[src/verilog/tsc_defines.vh]
// How it works
// - no trigger action until system armed
// - abort idles both systems, stops output, measurement
// - abort also ends any list or pulse
// - arm moves idle system to awaiting event
// - arm ignored unless system is idle
// - both armed: measurement takes first event
// - auto_rearm 1 re-arms transient; 0 default
// - immediate transient fires on arm; default
// - bus source fires on bus trigger after arm
// - external source fires on external pulse
// - sync repeat: all repetitions or first only
// - measure sources: immediate, phase, bus, trigger-out
// - immediate measurement acquires at once, flags results
// - sync start: immediate or at phase angle
// - start phase -360..+360, reset zero
// - state query: idle, armed, busy, awaiting
// - state updates when last list point executes
`ifndef TSC_DEFINES_VH
`define TSC_DEFINES_VH
// register byte offsets
`define TSC_REG_CMD 8'h00
`define TSC_REG_CFG 8'h04
`define TSC_REG_PHASE 8'h08
`define TSC_REG_STATUS 8'h0C
// command register bits (write one to act)
`define TSC_CMD_ABORT 0
`define TSC_CMD_ARM_TRAN 1
`define TSC_CMD_ARM_MEAS 2
`define TSC_CMD_BUS_TRIG 3
// config register fields
`define TSC_CFG_REARM 0
`define TSC_CFG_TSEL_LO 1
`define TSC_CFG_SREP 3
`define TSC_CFG_MSEL_LO 4
`define TSC_CFG_SSTART 6
`define TSC_CFG_RESET 7'h00
// transient trigger sources
`define TSC_TSRC_IMM 2'h0
`define TSC_TSRC_BUS 2'h1
`define TSC_TSRC_PIN 2'h2
// measurement trigger sources
`define TSC_MSRC_IMM 2'h0
`define TSC_MSRC_PHASE 2'h1
`define TSC_MSRC_BUS 2'h2
`define TSC_MSRC_TOUT 2'h3
// reported state codes
`define TSC_ST_IDLE 2'h0
`define TSC_ST_ARM 2'h1
`define TSC_ST_BUSY 2'h2
`define TSC_ST_AWAIT 2'h3
// phase limits in degrees
`define TSC_PHASE_MAX 10'sh168
`define TSC_PHASE_MIN -10'sh168
`define TSC_PHASE_FULL 10'h168
`define TSC_PHASE_RESET 10'h000
`endif

[src/verilog/tsc_trigger.v]
`timescale 1ns/100ps
`include "tsc_defines.vh"
module tsc_trigger
(
  // clock, reset, enable
  input wire pclk,
  input wire presetn,
  input wire ce,
  // apb slave
  input wire psel,
  input wire penable,
  input wire pwrite,
  input wire [7:0] paddr,
  input wire [31:0] pwdata,
  output reg [31:0] prdata,
  output reg pready,
  output reg pslverr,
  // pins and phase reference
  input wire external_input,
  input wire [8:0] ref_phase,
  output reg trigger_out_signal,
  // transient sequencer
  output reg tran_start,
  output reg tran_abort,
  output reg rep_go,
  input wire rep_req,
  input wire last_point_done,
  // measurement engine
  output reg acq_start,
  output reg acq_abort,
  input wire acq_done
);

  // one-hot states
  localparam S_IDLE = 4'b0001;
  localparam S_AWAIT = 4'b0010;
  localparam S_ARM = 4'b0100;
  localparam S_BUSY = 4'b1000;

  // settings
  reg auto_rearm;
  reg [1:0] transient_trigger_select;
  reg sync_repeat_select;
  reg [1:0] measure_trigger_select;
  reg sync_start_select;
  reg signed [9:0] start_phase_angle;
  // state
  reg [3:0] tran_state;
  reg [3:0] meas_state;
  reg results_ready;
  reg rep_wait;
  reg first_rep;
  reg pin_s1;
  reg pin_s2;
  reg pin_d;
  // strobes
  wire acc;
  wire wr;
  wire rd;
  wire cmd_wr;
  wire do_abort;
  wire do_arm_t;
  wire do_arm_m;
  wire bus_trig;
  wire pin_pulse;
  wire phase_hit;
  wire meas_fire;
  wire tran_fire;
  wire tran_event;
  wire rep_sync;
  reg [3:0] next_tran_state;
  reg [3:0] next_meas_state;
  reg [31:0] rd_mux;
  reg rd_err;

  // clamp a written angle into range
  function signed [9:0] clamp_angle;
    input [31:0] v;
    reg signed [31:0] s;
    begin
      s = v;
      if (s > 360)
        clamp_angle = `TSC_PHASE_MAX;
      else if (s < -360)
        clamp_angle = `TSC_PHASE_MIN;
      else
        clamp_angle = s[9:0];
    end
  endfunction

  // map angle onto 0..359 for comparison
  function [8:0] norm_angle;
    input signed [9:0] a;
    reg [9:0] u;
    begin
      if (a < 0)
        u = a + `TSC_PHASE_FULL;
      else
        u = a;
      if (u == `TSC_PHASE_FULL)
        u = 10'h000;
      norm_angle = u[8:0];
    end
  endfunction

  // encode a one-hot state for the state query
  function [1:0] state_code;
    input [3:0] st;
    begin
      case (st)
        S_AWAIT: state_code = `TSC_ST_AWAIT;
        S_ARM: state_code = `TSC_ST_ARM;
        S_BUSY: state_code = `TSC_ST_BUSY;
        default: state_code = `TSC_ST_IDLE;
      endcase
    end
  endfunction

  // bus strobes: writes act at the edge where pready is high, reads latch one edge earlier
  assign acc = psel & penable & pready;
  assign wr = acc & pwrite;
  assign rd = psel & penable & ~pready & ~pwrite;
  assign cmd_wr = wr & (paddr == `TSC_REG_CMD);
  assign do_abort = cmd_wr & pwdata[`TSC_CMD_ABORT];
  assign do_arm_t = cmd_wr & pwdata[`TSC_CMD_ARM_TRAN] & ~do_abort;
  assign do_arm_m = cmd_wr & pwdata[`TSC_CMD_ARM_MEAS] & ~do_abort;
  assign bus_trig = cmd_wr & pwdata[`TSC_CMD_BUS_TRIG] & ~do_abort;
  // rising edge of synchronised external input
  assign pin_pulse = pin_s2 & ~pin_d;
  assign phase_hit = (ref_phase == norm_angle(start_phase_angle));

  // measurement trigger, only from awaiting
  assign meas_fire = (meas_state == S_AWAIT) & ~do_abort &
    ((measure_trigger_select == `TSC_MSRC_IMM) |
     ((measure_trigger_select == `TSC_MSRC_PHASE) & phase_hit) |
     ((measure_trigger_select == `TSC_MSRC_BUS) & bus_trig) |
     ((measure_trigger_select == `TSC_MSRC_TOUT) & trigger_out_signal));

  // transient event sources
  assign tran_event = (transient_trigger_select == `TSC_TSRC_IMM) |
    ((transient_trigger_select == `TSC_TSRC_BUS) & bus_trig) |
    ((transient_trigger_select == `TSC_TSRC_PIN) & pin_pulse);
  // measurement has priority on a shared event
  assign tran_fire = (tran_state == S_AWAIT) & ~do_abort & tran_event & ~meas_fire;
  // repetition needs phase alignment
  assign rep_sync = sync_start_select & (sync_repeat_select | first_rep);

  // transient next state
  always @*
  begin
    next_tran_state = tran_state;
    case (tran_state)
      S_IDLE:
        if (do_arm_t)
          next_tran_state = S_AWAIT;
      S_AWAIT:
        if (tran_fire)
          next_tran_state = sync_start_select ? S_ARM : S_BUSY;
      S_ARM:
        if (phase_hit)
          next_tran_state = S_BUSY;
      S_BUSY:
        if (last_point_done)
          next_tran_state = auto_rearm ? S_AWAIT : S_IDLE;
      default:
        next_tran_state = S_IDLE;
    endcase
    if (do_abort)
      next_tran_state = S_IDLE;
  end

  // measurement next state
  always @*
  begin
    next_meas_state = meas_state;
    case (meas_state)
      S_IDLE:
        if (do_arm_m)
          next_meas_state = S_AWAIT;
      S_AWAIT:
        if (meas_fire)
          next_meas_state = S_BUSY;
      S_BUSY:
        if (acq_done)
          next_meas_state = S_IDLE;
      default:
        next_meas_state = S_IDLE;
    endcase
    if (do_abort)
      next_meas_state = S_IDLE;
  end

  // read mux
  always @*
  begin
    rd_mux = 32'h00000000;
    rd_err = 1'b0;
    case (paddr)
      `TSC_REG_CMD:
        rd_mux = 32'h00000000;
      `TSC_REG_CFG:
        rd_mux = {25'h0000000, sync_start_select, measure_trigger_select, sync_repeat_select,
          transient_trigger_select, auto_rearm};
      `TSC_REG_PHASE:
        rd_mux = {{22{start_phase_angle[9]}}, start_phase_angle};
      `TSC_REG_STATUS:
        rd_mux = {27'h0000000, results_ready, state_code(meas_state), state_code(tran_state)};
      default:
        rd_err = 1'b1;
    endcase
  end

  // apb handshake: one wait cycle per access
  always @(posedge pclk or negedge presetn)
  begin
    if (!presetn)
    begin
      pready <= 1'b0;
      prdata <= 32'h00000000;
      pslverr <= 1'b0;
    end
    else if (ce)
    begin
      pready <= psel & penable & ~pready;
      pslverr <= psel & penable & ~pready & rd_err;
      if (rd)
        prdata <= rd_mux;
    end
  end

  // settings registers
  always @(posedge pclk or negedge presetn)
  begin
    if (!presetn)
    begin
      {sync_start_select, measure_trigger_select, sync_repeat_select,
        transient_trigger_select, auto_rearm} <= `TSC_CFG_RESET;
      start_phase_angle <= `TSC_PHASE_RESET;
    end
    else if (ce & wr)
    begin
      if (paddr == `TSC_REG_CFG)
      begin
        auto_rearm <= pwdata[`TSC_CFG_REARM];
        transient_trigger_select <= pwdata[`TSC_CFG_TSEL_LO +: 2];
        sync_repeat_select <= pwdata[`TSC_CFG_SREP];
        measure_trigger_select <= pwdata[`TSC_CFG_MSEL_LO +: 2];
        sync_start_select <= pwdata[`TSC_CFG_SSTART];
      end
      if (paddr == `TSC_REG_PHASE)
        start_phase_angle <= clamp_angle(pwdata);
    end
  end

  // external input synchroniser
  always @(posedge pclk or negedge presetn)
  begin
    if (!presetn)
    begin
      pin_s1 <= 1'b0;
      pin_s2 <= 1'b0;
      pin_d <= 1'b0;
    end
    else if (ce)
    begin
      pin_s1 <= external_input;
      pin_s2 <= pin_s1;
      pin_d <= pin_s2;
    end
  end

  // state machines and output strobes
  always @(posedge pclk or negedge presetn)
  begin
    if (!presetn)
    begin
      tran_state <= S_IDLE;
      meas_state <= S_IDLE;
      tran_start <= 1'b0;
      tran_abort <= 1'b0;
      acq_start <= 1'b0;
      acq_abort <= 1'b0;
      trigger_out_signal <= 1'b0;
      rep_go <= 1'b0;
      rep_wait <= 1'b0;
      first_rep <= 1'b0;
      results_ready <= 1'b0;
    end
    else if (ce)
    begin
      tran_state <= next_tran_state;
      meas_state <= next_meas_state;
      // transient begins on entry to busy
      tran_start <= (next_tran_state == S_BUSY) & (tran_state != S_BUSY);
      trigger_out_signal <= tran_fire;
      acq_start <= meas_fire;
      // abort pulses stop output, lists and measurement
      tran_abort <= do_abort;
      acq_abort <= do_abort;
      // repetitions after the first, aligned if selected
      rep_go <= 1'b0;
      if (tran_start)
        first_rep <= 1'b0;
      else if (tran_fire)
        first_rep <= 1'b1;
      if (do_abort | (tran_state != S_BUSY))
        rep_wait <= 1'b0;
      else if (rep_wait & phase_hit)
      begin
        rep_wait <= 1'b0;
        rep_go <= 1'b1;
      end
      else if (rep_req)
      begin
        if (rep_sync)
          rep_wait <= 1'b1;
        else
          rep_go <= 1'b1;
      end
      // results available once the set is complete
      if (do_abort | do_arm_m & (meas_state == S_IDLE))
        results_ready <= 1'b0;
      else if (acq_done & (meas_state == S_BUSY))
        results_ready <= 1'b1;
    end
  end

endmodule

[config.mk]
export PLATFORM = sky130hd
export DESIGN_NAME = tsc_trigger
export DESIGN_NICKNAME = d
export VERILOG_FILES = /design/src/verilog/tsc_trigger.v
export VERILOG_INCLUDE_DIRS = /design/src /design/src/verilog
export SDC_FILE = /design/constraint.sdc
export NUM_CORES = 1
export LEC_CHECK = 0
export ABC_AREA = 0
export BUFFER_PORTS_ARGS = -buffer_cell sky130_fd_sc_hd__buf_2
export CAP_MARGIN = 20
export CORE_MARGIN = 5
export CORE_UTILIZATION = 56
export CTS_CLUSTER_SIZE = 16
export DETAILED_ROUTE_END_ITERATION = 16
export GPL_TIMING_DRIVEN = 0
export MAX_ROUTING_LAYER = met4
export PLACE_DENSITY = 0.86
export SLEW_MARGIN = 10
export SYNTH_ARGS = -nofsm -noshare
export SYNTH_HDL_FRONTEND = slang
export SYNTH_SLANG_ARGS = --single-unit
[constraint.sdc]
create_clock -name pclk -period 7.9 [get_ports pclk]
set_clock_uncertainty 0.2 [all_clocks]
set_input_delay 0.79 -clock pclk [delete_from_list [all_inputs] [get_ports pclk]]
set_output_delay 0.79 -clock pclk [all_outputs]
set_load 0.1 [all_outputs]
==> results.md <==
- Starting Density: between 50 and 60%
- Leakage power: 1.89 nW
- Placed instance count: 516
- P&R area growth vs syn: 22.0%
- Num ports: 99
- Fin nets: just over 500
- Placed cell area: 3740 um^2
- Via/cell ratio: ~5.8
- Hold Slack: 0.135 ns
- Worst skew pair latency: 0.29 ns
- Antenna violations before repair: 0
- Crit share post-route: 42.2%
- Post-CTS setup repair buffer count: 0
- F_max: 0.300 GHz
- Most frequent cells in the layout: buf_2 (101), dfrtp_1 (45), nand2_1 (37), buf_4 (24), o21ai_0 (19)
- P_int: between 0.3 and 0.4 mW
- Fraction of registers with async set or reset after synthesis: 100%
- Most crowded layer after global routing: met2
- Max Slew Vio Count: 0
- CP Class: reg -> reg
- Hold buffer count at CTS: 0
- Total Neg Setup Slack: 0 ns
- First-pass GRT wire length: 13200 um
- CTS tree: built
- CP Launch Type: flip-flop
- Post-Layout Cell Count: between 500 and 600
- DIE WIDTH: 85.2 um
- Endpoints failing setup: 0
- Largest net degree at the start of global routing: between 40 and 50
- Relative slew slack: 30.8%
- Core area: 5510 um^2
- RSZ-0062 raised after global routing: no
- Initial DRC Count: about 230
- Cell area after layout: 3860 um^2
- Antenna cell count: 0
- CTS Buf Count: 5
- Cell variety after synth: 69
- Die footprint: roughly 7300 um^2
- Post-route DRC: 0
- Port Buffers: 96
- WP data required: between 7 and 8 ns
- Share of layout cells above drive strength 1: between 30% and 40%
- Syn_nets: 408
- Register area share after synthesis: 37.2%
- Die extent in y: 85.2 um
- Yosys Warn Count: 0
- Peak VDD IR: 0.000105 V
- Critical-path maximum fanout: 7
- Clk pwr share: 30.1%
- Slew @ Worst Pin: just over 1 ns
- Routing usage on met1: 28.4%
- Cells after Synth: 348
- Gr usage total: roughly 23%
- EDFF count, synth: 0
- Synth Flop Type: dfrtp_1
- Drt wl/cell: 15.6 um
- CTS root buf: clkbuf_8
- Post-synthesis register bit count: 47
- Final Hold Viols: 0
- Clk buf depth: 2
- Vias: 3077
- Vias in the first global route: between 2000 and 3000
- Placer congestion estimate: slightly below 0.9
- Clk slew on worst S/H paths: 0.08 ns
- Synth Cell Area: 3170 um^2
- Post-DP HPWL: 6400 um
- Crit. End Element: flip-flop
- DR pass1 iterations: 4
- Syn Area/Cell: 9.11 um^2
- Resize count post-CTS: 0
- Arrival time of the worst setup path: ~3.3 ns
- Clock sink count: 47
- Remaining Overflow, GRT: 0
- Final WL: 8210 um
- Switching share of power: between 20% and 30%
- Minimum clock period: 3.34 ns
- Core Rows: 27
- Psw: 0.145 mW
- Register share of total power: around 51%
- Met2 Track Usage GR: around 37%
- Status: complete, no violations
- H-Tree Depth: 2
- Max-cap check violation count: 0
- Combinational group share of total power: between 10% and 20%
- Min-Delay Path Class: in -> async
- Met3 Track Usage GR: 4.95%
- Commonest non-fill, non-tap cell in the layout: buf_2
- PwrDens: 133 nW/um^2
- Antenna viol nets, final: 0
-- kinds of logic (layout without fill, tap and decap cells) --
family,Yosys count,in the layout,synth area share (%)
DFF,47,47,37.2
xor gates and xnor gates,10,10,2.76
and+or+nand+nor,126,126,22.2
muxes,18,18,6.36
buffers and inverters,51,157,9.08
adders and majority gates,1,1,0.395
AOI/OAI and AO/OA,95,95,22.0
-- flip-flops by register name, indices dropped and copies added, names as in the netlist, 2 cells and up --
| name | count |
|---|---|
| tran_state | 4 |
| start_phase_angle | 10 |
| prdata | 10 |
| meas_state | 3 |
| transient_trigger_select | 2 |
| measure_trigger_select | 2 |
-- per-stage QoR --
stage          setup slack [ns]  total power, mW  utilization (%)
6_report                   4.56            0.515             70.2
5_1_grt                    4.45            0.541             70.2
4_1_cts                    4.61            0.517             69.7
3_5_place_dp               4.41            0.362             67.9
3_3_place_gp               4.46            0.359             67.9
2_1_floorplan              4.82            0.324                -
-- worst max-delay path, stage by stage, from the launching register on --
cell      delay (ns)
dfrtp_1         0.48
ha_1            0.30
o31ai_2         0.27
xnor2_1         0.23
o41ai_1         0.15
a311o_1         0.37
a211oi_2        0.29
nor2_1          0.15
a21oi_1         0.22
a31o_2          0.25
mux2_4          0.31
-- power by group through the flow --
stage	sequential, mW	clock, mW	combinational, mW
after global placement	0.265	0	0.0936
after floorplan	0.276	0	0.0486
after global routing	0.263	0.170	0.109
after detailed placement	0.266	0	0.0964
after CTS	0.261	0.159	0.0974
final	0.261	0.155	0.0991
-- metal layers --
layer,vias to the layer above,wire (um)
met5,-,0
li1,1489,-
met1,1417,3420
met3,14,791
met2,157,3870
met4,0,131
-- area by class of cell --
type	count	area, um^2
fillers	433	1640
well taps	72	90.1
plain buffers	37	235
repair buffers	98	505
multi-input cells	250	1700
clock buffers	8	100
inverters	14	52.6
flip-flops and latches	47	1180
-- synthesized netlist by cell type, drive strengths merged (6+ instances only) --
cell type	instances	area, um^2
nand2b	7	43.8
a21oi	11	58.8
mux2	14	161
a22o	6	52.6
inv	14	52.6
clkbuf	8	30.0
dfrtp	45	1130
nand4	6	37.5
nor4	6	37.5
xnor2	7	61.3
o21ai	20	100
nand3	11	55.1
buf	29	205
nand2	37	139
nor2	16	60.1
a22oi	11	82.6
o2bb2ai	6	52.6
nor4b	6	67.6
nor3	11	71.3
-- worst paths after layout --
path | startpoint | endpoint | slack, ns | cells past startpoint
max | start_phase_angle[4] | meas_state[1] | 4.56 | 10
min | presetn | tran_start | 0.14 | 1
max reg2reg | start_phase_angle[4] | meas_state[1] | 4.56 | 10
min reg2reg | prdata[7] | prdata[7] | 0.27 | 2
max in group asynchronous | presetn | meas_state[0] | 6.86 | 2
min in group pclk | prdata[7] | prdata[7] | 0.27 | 2
(Power assumes the default switching activity.)
